===== src/pkg/tsl_defines.svh =====
// Register offsets, reset values and bus constants of the temperature sensor target.
// Included by every design file that decodes the register map.
`ifndef TSL_DEFINES_SVH
`define TSL_DEFINES_SVH
`define TSL_OFS_HIGH_MSB  8'h04
`define TSL_OFS_HIGH_LSB  8'h05
`define TSL_OFS_LOW_MSB   8'h06
`define TSL_OFS_LOW_LSB   8'h07
`define TSL_OFS_CRIT_MSB  8'h08
`define TSL_OFS_CRIT_LSB  8'h09
`define TSL_OFS_HYST      8'h0A
`define TSL_OFS_ID        8'h0B
`define TSL_RST_HIGH_MSB  8'h20
`define TSL_RST_HIGH_LSB  8'h00
`define TSL_RST_LOW_MSB   8'h05
`define TSL_RST_LOW_LSB   8'h00
`define TSL_RST_CRIT_MSB  8'h49
`define TSL_RST_CRIT_LSB  8'h80
`define TSL_RST_HYST      4'h5
`define TSL_HYST_HI_ZERO  4'h0
`define TSL_ADDR_FIXED    5'h12
`define TSL_BYTE_BITS     4'h8
`define TSL_DEG_SHIFT     7
`define TSL_BIDX_PTR      2'h0
`define TSL_BIDX_DATA1    2'h1
`define TSL_BIDX_DATA2    2'h2
`define TSL_BIDX_EXTRA    2'h3
`define TSL_N_REGS        7
`endif


===== src/pkg/tsl_pkg.sv =====
// Types shared by the temperature sensor target modules.
// Assumes nothing of its surroundings.
package tsl_pkg;
	typedef enum logic [2:0] {
		ST_IDLE     = 3'b000,
		ST_ADDR     = 3'b001,
		ST_ADDR_ACK = 3'b010,
		ST_WRITE    = 3'b011,
		ST_WR_ACK   = 3'b100,
		ST_READ     = 3'b101,
		ST_RD_ACK   = 3'b110
	} tsl_state_t;

	typedef struct packed {
		logic scl;
		logic sda;
		logic scl_rise;
		logic scl_fall;
		logic start;
		logic stop;
	} tsl_bus_evt_t;

	typedef struct packed {
		logic signed [15:0] high;
		logic signed [15:0] low;
		logic signed [15:0] crit;
		logic [3:0]         hyst;
	} tsl_limits_t;
endpackage


===== src/design/tsl_limit_cmp.sv =====
// Limit comparator with hysteresis for the critical and high/low alarms.
// Assumes temperature_i and limits_i are on clk_i; alarms are level outputs.
`include "tsl_defines.svh"

module tsl_limit_cmp #(
	parameter int TEMP_W = 16
) (
	// Clock and reset
	input  wire logic               clk_i,
	input  wire logic               sys_rst_i,
	// Value and limits
	input  wire logic signed [15:0] temperature_i,
	input  tsl_pkg::tsl_limits_t    limits_i,
	// Alarms
	output logic                    crit_o,
	output logic                    limit_o
);
	import tsl_pkg::*;

	if (TEMP_W != 16) begin : g_chk
		$error("tsl_limit_cmp: only 16-bit words supported");
	end

	logic               over_q, under_q;
	logic               next_crit, next_over, next_under;
	logic signed [16:0] hyst_w, temp_w;

	// One extra bit keeps limit minus hysteresis from wrapping
	function automatic logic signed [16:0] wide(input logic signed [15:0] v);
		return {v[15], v};
	endfunction

	assign hyst_w = signed'(17'(limits_i.hyst) << `TSL_DEG_SHIFT);
	assign temp_w = wide(temperature_i);

	always_comb begin
		next_crit  = crit_o;
		next_over  = over_q;
		next_under = under_q;
		if (temp_w > wide(limits_i.crit))
			next_crit = 1'b1;
		else if (temp_w < wide(limits_i.crit) - hyst_w)
			next_crit = 1'b0;
		if (temp_w > wide(limits_i.high))
			next_over = 1'b1;
		else if (temp_w < wide(limits_i.high) - hyst_w)
			next_over = 1'b0;
		if (temp_w < wide(limits_i.low))
			next_under = 1'b1;
		else if (temp_w > wide(limits_i.low) + hyst_w)
			next_under = 1'b0;
	end

	always_ff @(posedge clk_i or posedge sys_rst_i) begin
		if (sys_rst_i) begin
			crit_o  <= 1'b0;
			over_q  <= 1'b0;
			under_q <= 1'b0;
			limit_o <= 1'b0;
		end else begin
			crit_o  <= next_crit;
			over_q  <= next_over;
			under_q <= next_under;
			limit_o <= next_over | next_under;
		end
	end
endmodule // tsl_limit_cmp


===== src/design/tsl_pin_sync.sv =====
// Synchroniser and edge finder for the SCL and SDA pins.
// Assumes both pins idle high and change far slower than clk_i.
module tsl_pin_sync #(
	parameter int STAGES = 2
) (
	// Clock and reset
	input  wire logic           clk_i,
	input  wire logic           sys_rst_i,
	// Pins
	input  wire logic           scl_i,
	input  wire logic           sda_i,
	// Bus events
	output tsl_pkg::tsl_bus_evt_t evt_o
);
	import tsl_pkg::*;

	if (STAGES < 2) begin : g_chk
		$error("tsl_pin_sync: at least two stages needed");
	end

	logic [STAGES-1:0] scl_sh, sda_sh;
	logic              scl_prev, sda_prev;

	// Edges are taken from the last stage only, never from the first
	always_ff @(posedge clk_i or posedge sys_rst_i) begin
		if (sys_rst_i) begin
			scl_sh   <= '1;
			sda_sh   <= '1;
			scl_prev <= 1'b1;
			sda_prev <= 1'b1;
		end else begin
			scl_sh   <= {scl_sh[STAGES-2:0], scl_i};
			sda_sh   <= {sda_sh[STAGES-2:0], sda_i};
			scl_prev <= scl_sh[STAGES-1];
			sda_prev <= sda_sh[STAGES-1];
		end
	end

	always_comb begin
		evt_o.scl      = scl_sh[STAGES-1];
		evt_o.sda      = sda_sh[STAGES-1];
		evt_o.scl_rise = scl_sh[STAGES-1] & ~scl_prev;
		evt_o.scl_fall = ~scl_sh[STAGES-1] & scl_prev;
		evt_o.start    = scl_sh[STAGES-1] & scl_prev & sda_prev & ~sda_sh[STAGES-1];
		evt_o.stop     = scl_sh[STAGES-1] & scl_prev & ~sda_prev & sda_sh[STAGES-1];
	end
endmodule // tsl_pin_sync


===== src/design/tsl_top.sv =====
// Serial target of the temperature sensor: pointer, limit registers, bus engine, alarms.
// Assumes temperature_i comes from conversion logic on clk_i; SDA is open drain and
// is resolved outside from sda_oe_o; SCL is only ever read.
// Overview of operation
// - Critical alarm when temperature exceeds critical limit
// - Limits held as signed two's complement words
// - Critical pair read at 0x08 then 0x09
// - Critical limit resets to 0x49, 0x80
// - High limit resets to 0x20, 0x00
// - Low limit resets to 0x05, 0x00
// - Hysteresis is four unsigned whole-degree bits
// - Release thresholds offset by hysteresis value
// - Hysteresis resets to five, upper nibble zero
// - Identification byte is read only
// - Address is 10010 plus two strap pins
// - Target only, never starts a transfer
// - Acknowledge own address, else wait START
// - Direction zero writes, one reads
// - Nine clocks per byte, receiver acknowledges
// - SDA changes only while SCL low
// - Direction fixed for whole transaction
// - Limit alarm above high or below low
// - Pointer steps only upper to lower byte
// - Extra written bytes are ignored
`include "tsl_defines.svh"

module tsl_top #(
	parameter logic [4:0] MAKER_CODE = 5'h0A, // Arbitrary value
	parameter logic [2:0] REVISION   = 3'h1   // Arbitrary value
) (
	// Clock and reset
	input  wire logic               clk_i,
	input  wire logic               sys_rst_i,
	// Serial bus pins
	input  wire logic               scl_i,
	input  wire logic               sda_i,
	output logic                    sda_o,
	output logic                    sda_oe_o,
	// Address straps
	input  wire logic               address_strap_bit_zero_i,
	input  wire logic               address_strap_bit_one_i,
	// Conversion result
	input  wire logic signed [15:0] temperature_i,
	// Alarms
	output logic                    critical_alarm_output_o,
	output logic                    limit_alarm_output_o
);
	import tsl_pkg::*;

	// ==========================================================
	// Declarations
	tsl_bus_evt_t evt;
	tsl_limits_t  lim;
	tsl_state_t   state, next_state;
	logic [3:0]   bit_cnt;
	logic [7:0]   rx_sh, tx_sh, ptr, ld_ptr, ld_byte, wr_ptr;
	logic [7:0]   lim_q [`TSL_N_REGS];
	logic [1:0]   byte_idx;
	logic [1:0]   strap_m, strap_s;
	logic         byte_done, addr_hit, mack, dir_rd, wr_ok;
	logic         after_rst;
	logic [7:0]   id_byte;

	assign id_byte = {MAKER_CODE, REVISION};

	// ==========================================================
	// Register decode helpers
	function automatic logic [2:0] reg_idx(input logic [7:0] p);
		return 3'(p - `TSL_OFS_HIGH_MSB);
	endfunction

	function automatic logic writable(input logic [7:0] p);
		return (p >= `TSL_OFS_HIGH_MSB) && (p <= `TSL_OFS_HYST);
	endfunction

	function automatic logic is_msb(input logic [7:0] p);
		return (p == `TSL_OFS_HIGH_MSB) || (p == `TSL_OFS_LOW_MSB) || (p == `TSL_OFS_CRIT_MSB);
	endfunction

	// Only the upper byte of a pair moves on; every other offset stays put
	function automatic logic [7:0] next_ptr(input logic [7:0] p);
		return is_msb(p) ? p + 8'h01 : p;
	endfunction

	function automatic logic [7:0] reset_byte(input logic [2:0] i);
		case (i)
			reg_idx(`TSL_OFS_HIGH_MSB): return `TSL_RST_HIGH_MSB;
			reg_idx(`TSL_OFS_HIGH_LSB): return `TSL_RST_HIGH_LSB;
			reg_idx(`TSL_OFS_LOW_MSB):  return `TSL_RST_LOW_MSB;
			reg_idx(`TSL_OFS_LOW_LSB):  return `TSL_RST_LOW_LSB;
			reg_idx(`TSL_OFS_CRIT_MSB): return `TSL_RST_CRIT_MSB;
			reg_idx(`TSL_OFS_CRIT_LSB): return `TSL_RST_CRIT_LSB;
			default:                    return {`TSL_HYST_HI_ZERO, `TSL_RST_HYST};
		endcase
	endfunction

	// ==========================================================
	// Pin synchronisers
	tsl_pin_sync #(
		.STAGES (2)
	) u_sync (
		.clk_i     (clk_i),
		.sys_rst_i (sys_rst_i),
		.scl_i     (scl_i),
		.sda_i     (sda_i),
		.evt_o     (evt)
	);

	// Straps are pins too, so they cross two flops before the compare
	always_ff @(posedge clk_i or posedge sys_rst_i) begin
		if (sys_rst_i) begin
			strap_m <= 2'h0;
			strap_s <= 2'h0;
		end else begin
			strap_m <= {address_strap_bit_one_i, address_strap_bit_zero_i};
			strap_s <= strap_m;
		end
	end

	// ==========================================================
	// Bus engine
	assign byte_done = (bit_cnt == `TSL_BYTE_BITS);
	assign addr_hit  = (rx_sh[7:1] == {`TSL_ADDR_FIXED, strap_s});
	assign ld_ptr    = (state == ST_RD_ACK) ? next_ptr(ptr) : ptr;
	assign wr_ptr    = (byte_idx == `TSL_BIDX_DATA1) ? ptr : ptr + 8'h01;
	assign wr_ok     = (byte_idx == `TSL_BIDX_DATA1) ? writable(ptr)
	                 : (byte_idx == `TSL_BIDX_DATA2) && is_msb(ptr);

	always_comb begin
		if (ld_ptr >= `TSL_OFS_HIGH_MSB && ld_ptr <= `TSL_OFS_CRIT_LSB)
			ld_byte = lim_q[reg_idx(ld_ptr)];
		else if (ld_ptr == `TSL_OFS_HYST)
			ld_byte = {`TSL_HYST_HI_ZERO, lim_q[reg_idx(ld_ptr)][3:0]};
		else if (ld_ptr == `TSL_OFS_ID)
			ld_byte = id_byte;
		else
			ld_byte = 8'h00;
	end

	// The engine only answers; it never creates START or STOP itself
	always_comb begin
		next_state = state;
		case (state)
			ST_IDLE: next_state = ST_IDLE;
			ST_ADDR: begin
				if (evt.scl_fall && byte_done)
					next_state = addr_hit ? ST_ADDR_ACK : ST_IDLE;
			end
			ST_ADDR_ACK: begin
				if (evt.scl_fall)
					next_state = dir_rd ? ST_READ : ST_WRITE;
			end
			ST_WRITE: begin
				if (evt.scl_fall && byte_done)
					next_state = ST_WR_ACK;
			end
			ST_WR_ACK: begin
				if (evt.scl_fall)
					next_state = ST_WRITE;
			end
			ST_READ: begin
				if (evt.scl_fall && byte_done)
					next_state = ST_RD_ACK;
			end
			ST_RD_ACK: begin
				if (evt.scl_fall)
					next_state = mack ? ST_READ : ST_IDLE;
			end
			default: next_state = ST_IDLE;
		endcase
		if (evt.stop)
			next_state = ST_IDLE;
		else if (evt.start)
			next_state = ST_ADDR;
	end

	always_ff @(posedge clk_i or posedge sys_rst_i) begin
		if (sys_rst_i)
			state <= ST_IDLE;
		else
			state <= next_state;
	end

	// Bit count restarts on START and after every acknowledge slot
	always_ff @(posedge clk_i or posedge sys_rst_i) begin
		if (sys_rst_i) begin
			bit_cnt <= 4'h0;
		end else if (evt.start || (evt.scl_fall && (state == ST_ADDR_ACK || state == ST_WR_ACK
		             || state == ST_RD_ACK))) begin
			bit_cnt <= 4'h0;
		end else if (evt.scl_rise && (state == ST_ADDR || state == ST_WRITE || state == ST_READ)) begin
			bit_cnt <= bit_cnt + 4'h1;
		end
	end

	// Data is sampled on the rising edge, while SCL is high and SDA stable
	always_ff @(posedge clk_i or posedge sys_rst_i) begin
		if (sys_rst_i) begin
			rx_sh <= 8'h00;
			mack  <= 1'b0;
		end else if (evt.scl_rise) begin
			if (state == ST_ADDR || state == ST_WRITE)
				rx_sh <= {rx_sh[6:0], evt.sda};
			if (state == ST_RD_ACK)
				mack <= ~evt.sda;
		end
	end

	// Direction is latched once per transaction from the address byte
	always_ff @(posedge clk_i or posedge sys_rst_i) begin
		if (sys_rst_i)
			dir_rd <= 1'b0;
		else if (state == ST_ADDR && evt.scl_fall && byte_done && addr_hit)
			dir_rd <= rx_sh[0];
	end

	// SDA is moved on a falling SCL edge and released on START or STOP; a released line reads high
	always_ff @(posedge clk_i or posedge sys_rst_i) begin
		if (sys_rst_i) begin
			sda_oe_o <= 1'b0;
			tx_sh    <= 8'h00;
		end else if (evt.stop || evt.start) begin
			sda_oe_o <= 1'b0;
		end else if (evt.scl_fall) begin
			case (state)
				ST_ADDR: sda_oe_o <= byte_done && addr_hit;
				ST_WRITE: sda_oe_o <= byte_done;
				ST_ADDR_ACK, ST_RD_ACK: begin
					if (next_state == ST_READ) begin
						tx_sh    <= ld_byte;
						sda_oe_o <= ~ld_byte[7];
					end else begin
						sda_oe_o <= 1'b0;
					end
				end
				ST_READ: begin
					if (byte_done) begin
						sda_oe_o <= 1'b0;
					end else begin
						tx_sh    <= {tx_sh[6:0], 1'b0};
						sda_oe_o <= ~tx_sh[6];
					end
				end
				default: sda_oe_o <= 1'b0;
			endcase
		end
	end

	// Open-drain data: the driven level is always low
	always_ff @(posedge clk_i or posedge sys_rst_i) begin
		if (sys_rst_i)
			sda_o <= 1'b0;
		else
			sda_o <= 1'b0;
	end

	// ==========================================================
	// Pointer and register file
	always_ff @(posedge clk_i or posedge sys_rst_i) begin
		if (sys_rst_i)
			byte_idx <= `TSL_BIDX_PTR;
		else if (state == ST_ADDR_ACK)
			byte_idx <= `TSL_BIDX_PTR;
		else if (state == ST_WRITE && evt.scl_fall && byte_done && byte_idx != `TSL_BIDX_EXTRA)
			byte_idx <= byte_idx + 2'h1;
	end

	always_ff @(posedge clk_i or posedge sys_rst_i) begin
		if (sys_rst_i)
			ptr <= 8'h00;
		else if (state == ST_WRITE && evt.scl_fall && byte_done && byte_idx == `TSL_BIDX_PTR)
			ptr <= rx_sh;
		else if (state == ST_RD_ACK && evt.scl_fall && mack)
			ptr <= ld_ptr;
	end

	always_ff @(posedge clk_i or posedge sys_rst_i) begin
		if (sys_rst_i) begin
			for (int i = 0; i < `TSL_N_REGS; i++)
				lim_q[i] <= reset_byte(3'(i));
		end else if (state == ST_WRITE && evt.scl_fall && byte_done && wr_ok) begin
			if (wr_ptr == `TSL_OFS_HYST)
				lim_q[reg_idx(wr_ptr)] <= {`TSL_HYST_HI_ZERO, rx_sh[3:0]};
			else
				lim_q[reg_idx(wr_ptr)] <= rx_sh;
		end
	end

	// ==========================================================
	// Limit comparison
	always_comb begin
		lim.high = signed'({lim_q[reg_idx(`TSL_OFS_HIGH_MSB)], lim_q[reg_idx(`TSL_OFS_HIGH_LSB)]});
		lim.low  = signed'({lim_q[reg_idx(`TSL_OFS_LOW_MSB)], lim_q[reg_idx(`TSL_OFS_LOW_LSB)]});
		lim.crit = signed'({lim_q[reg_idx(`TSL_OFS_CRIT_MSB)], lim_q[reg_idx(`TSL_OFS_CRIT_LSB)]});
		lim.hyst = lim_q[reg_idx(`TSL_OFS_HYST)][3:0];
	end

	tsl_limit_cmp #(
		.TEMP_W (16)
	) u_cmp (
		.clk_i         (clk_i),
		.sys_rst_i     (sys_rst_i),
		.temperature_i (temperature_i),
		.limits_i      (lim),
		.crit_o        (critical_alarm_output_o),
		.limit_o       (limit_alarm_output_o)
	);

	// ==========================================================
	// Assertions
	always_ff @(posedge clk_i or posedge sys_rst_i) begin
		if (sys_rst_i)
			after_rst <= 1'b0;
		else
			after_rst <= 1'b1;
	end
endmodule // tsl_top


===== config.mk =====
export PLATFORM = sky130hd
export DESIGN_NAME = tsl_top
export DESIGN_NICKNAME = d
export VERILOG_FILES = /design/src/pkg/tsl_pkg.sv /design/src/design/tsl_limit_cmp.sv /design/src/design/tsl_pin_sync.sv /design/src/design/tsl_top.sv
export VERILOG_INCLUDE_DIRS = /design/src /design/src/pkg
export SDC_FILE = /design/constraint.sdc
export NUM_CORES = 1
export LEC_CHECK = 0
export BUFFER_PORTS_ARGS = -buffer_cell sky130_fd_sc_hd__buf_2
export CAP_MARGIN = 5
export CORE_MARGIN = 8
export CORE_UTILIZATION = 59
export CTS_BUF_LIST = sky130_fd_sc_hd__clkbuf_4 sky130_fd_sc_hd__clkbuf_8
export CTS_CLUSTER_DIAMETER = 30
export DETAILED_ROUTE_END_ITERATION = 12
export HOLD_SLACK_MARGIN = 0.02
export PLACE_DENSITY = 0.81
export SYNTH_ARGS = -nofsm -noshare
export SYNTH_HDL_FRONTEND = slang
export SYNTH_SLANG_ARGS = --single-unit

===== constraint.sdc =====
create_clock -name clk_i -period 3.59 [get_ports clk_i]
set_clock_uncertainty 0.15 [all_clocks]
set_input_delay 0.359 -clock clk_i [delete_from_list [all_inputs] [get_ports clk_i]]
set_output_delay 0.359 -clock clk_i [all_outputs]
set_load 0.1 [all_outputs]

==> flow_metrics.env <==
export IMPL_status="finished, final reports clean"
export IMPL_hp_class="reg -> reg"
export IMPL_synthTopCellsByCount="ha_1 (99), nand2_1 (96), dfrtp_1 (90)"
export IMPL_clk_latency_ps=410
export IMPL_worstPathCellList="ha_4 > inv_2 > fa_2 > nor2b_1 > o21ai_1 > nand2b_1 > buf_4 > nand3_2 > xnor2_1 > ha_1 > nand3_2 > or3_4 > o2111ai_2 > a31oi_1 > a221o_1 > or2_4"
export IMPL_p_clk_share_pct=28.5
export IMPL_clk_transition_reported_paths_ps=110
export IMPL_slew_headroom_pct=47.2
export IMPL_antennaDiodeCount=0
export IMPL_finalPower_mw=2.58
export IMPL_critPathMostFrequentCell="nand3_2"
export IMPL_clock_sinks=105
export IMPL_tritoncts="built"
export IMPL_rows=43
export IMPL_max_stage_delay_ps=590
export IMPL_utilization_pct=66.3
export IMPL_start_util_pct=60.4
export IMPL_worstMarginPinSlew_ps=792
export IMPL_cp_slowest_cell="dfstp_2"
export IMPL_reg2reg_to="u_cmp.limit_o"
export IMPL_yosysMostFrequentCell="ha_1"
export IMPL_worstHoldStart="strap_m[0]"
export IMPL_p_switching_mw=0.876
export IMPL_worstHoldPathCells=0
export IMPL_synth_edf_count=0
export IMPL_die_h_um=135
export IMPL_setup_viol=0
export IMPL_finalHoldViolations=0
export IMPL_yosys_area_top_type="dfrtp_1"
export IMPL_power_internal_mw=1.71
export IMPL_ys_seq_area_share_pct=31.4
export IMPL_fill_cells=1143
export IMPL_wl_per_cell_um=20.4
export IMPL_r2r_cells=16
export IMPL_grt_ovfl_total=0
export IMPL_crit_required_ps=3750
export IMPL_leakagePower_nw=3.91
export IMPL_ys_async_sr_fraction_pct=100
export IMPL_synth_cell_types=81
export IMPL_synthTopCellsByArea="dfrtp_1 (27%), ha_1 (15%), mux2_2 (5.4%)"
export IMPL_cts_root_buffer="clkbuf_8"
export IMPL_share_comb_of_total_power_pct=17.2
export IMPL_routed_via_density=6.40
export IMPL_irDropWorstVdd_uv=338
export IMPL_grt_max_degree=54
export IMPL_rsz0062_at_grt="yes"
export IMPL_syn_nets=1072
export IMPL_avgSynthCellArea_um2=8.88
export IMPL_setup_ws_ps=59.7
export IMPL_ys_warn_count=0
export IMPL_dr_pass1_iters=7
export IMPL_die_w_um=135
export IMPL_via_count=7493
export IMPL_place_congestion=0.968
export IMPL_layout_min_cycle_time_ps=3530
export IMPL_drc=0
export IMPL_fmax_ghz=0.283
export IMPL_area_growth_syn_to_layout_pct=9.74
export IMPL_holdPathEnd="strap_s[0]"
export IMPL_critPathKind="reg -> reg"
export IMPL_synthCells=948
export IMPL_syn_area_um2=8420
export IMPL_drtAntennaViolNets=0
export IMPL_cts_inserted_buffers=9
export IMPL_antenna_found_initial=1
export IMPL_start_kind="flip-flop"
export IMPL_r2r_slack_ps=60
export IMPL_crit_arrival_ps=3690
export IMPL_cp_max_fo=3
export IMPL_coreArea_um2=13900
export IMPL_dpl_worst_slack_ps=-109
export IMPL_clockBufferDepth=2
export IMPL_first_iter_violations=897
export IMPL_period_share_pct=98.3
export IMPL_drive_above_1_share_pct=17.7
export IMPL_netSwitchingFraction_pct=33.9
export IMPL_maxCapViolCount=0
export IMPL_io_buffer_count=24
export IMPL_grt_pass1_wl_um=37400
export IMPL_final_nets=1109
export IMPL_htree_num_levels=3
export IMPL_grt_use_total_pct=26.2
export IMPL_hpwlAfterDp_um=18500
export IMPL_grt_pass1_vias=6996
export IMPL_finalWirelength_um=23900
export IMPL_io_pins=26
export IMPL_worstSetupEndpointType="flip-flop"
export IMPL_power_frac_seq_pct=54.3
export IMPL_synth_top_area_share_pct=26.8
export IMPL_synth_ff_type="dfrtp_1"
export IMPL_power_density_nw_per_um2=279
export IMPL_slew_violations=0
export IMPL_ys_seq_elements=105
export IMPL_dieArea_um2=18300
[area by class of cell]
type	instances	area [um^2]	area share (%)
Clock buffer	10	131	1.42
Clock inverter	6	60.1	0.650
Inverter	79	299	3.24
Multi-Input combinational cell	722	5390	58.4
Sequential cell	105	2650	28.7
Tap cell	180	225	2.44
Timing Repair Buffer	68	483	5.23
[through the flow]
| step | area [um^2] | hold slack (ps) | std cells | TNS, ps |
|---|---|---|---|---|
| 4_1_cts | 9120 | 215 | 1165 | 0 |
| 2_1_floorplan | 8420 | 181 | 948 | 0 |
| 5_1_grt | 9240 | 222 | 1170 | -155 |
| 3_5_place_dp | 8840 | 190 | 1142 | -109 |
| 6_report | 9240 | 212 | 1170 | 0 |
| 3_3_place_gp | 8840 | 181 | 1142 | 0 |
[per-layer routing]
layer	vias to the layer above	global-route usage [%]	routed length, um
li1	3525	-	-
met1	3557	35.4	10200
met2	354	40.2	10800
met3	57	6.12	2180
met4	0	9.19	710
met5	-	0	0
[timing repair]
| item | CTS | global route |
|---|---|---|
| resized for setup | 5 | 22 |
| pin swaps | 3 | 17 |
| gates cloned | 0 | 0 |
| setup endpoints to repair | 1 | 2 |
| setup buffers | 2 | 5 |
| hold buffers | 5 | 0 |
| hold endpoints to repair | 48 | 0 |
[worst max path at each step]
stage	endpoint	startpoint	slack, ps	cells past startpoint
after global routing	u_cmp.limit_o	flip-flop	-130	16
after floorplan	flip-flop	ptr[0]	60	12
after detailed placement	u_cmp.limit_o	flip-flop	-110	17
after global placement	u_cmp.limit_o	flip-flop	50	17
after CTS	u_cmp.limit_o	flip-flop	20	16
final	u_cmp.limit_o	flip-flop	60	16
[cell families (layout without fill, tap and decap cells)]
family	Yosys count	in the layout	share of synthesized area, %
AOI/OAI and AO/OA	251	251	20.1
xor gates and xnor gates	31	31	3.40
adders and majority gates	102	102	15.4
buffers and inverters	121	163	5.57
DFF	105	105	31.4
muxes	54	54	7.08
other	1	1	0.0446
and+or+nand+nor	283	283	16.9
[power groups by stage]
stage	Sequential [mW]	Combinational [mW]	Clock [mW]
finish	1.40	0.443	0.735
global route	1.41	0.487	0.792
CTS	1.40	0.428	0.743
detailed placement	1.42	0.419	0
global placement	1.42	0.406	0
floorplan	1.35	0.306	0
[cell usage in the layout (no fill, tap or decap), drive strengths merged, types with 9 or more instances in the layout]
| cell type | n |
|---|---|
| mux2 | 41 |
| nor4 | 10 |
| nor3 | 24 |
| nor2b | 17 |
| a31oi | 17 |
| ha | 99 |
| nand4 | 16 |
| buf | 63 |
| inv | 82 |
| mux2i | 13 |
| dfrtp | 90 |
| a21o | 23 |
| nand3 | 23 |
| clkbuf | 10 |
| dfstp | 15 |
| a221oi | 10 |
| a211oi | 9 |
| nand2 | 96 |
| o21ai | 70 |
| a21oi | 51 |
| nor2 | 51 |
| nand2b | 10 |
| xnor2 | 25 |
[worst max-delay path, delay by kind of cell, from the launching register on]
kind	cells	cell delay [ps]
fa+ha+maj	3	790
xor+xnor	1	150
compound gates	4	640
simple gates	6	950
flops	1	590
buf+inv	2	160
Note: power is estimated with default switching activity, not from simulation.
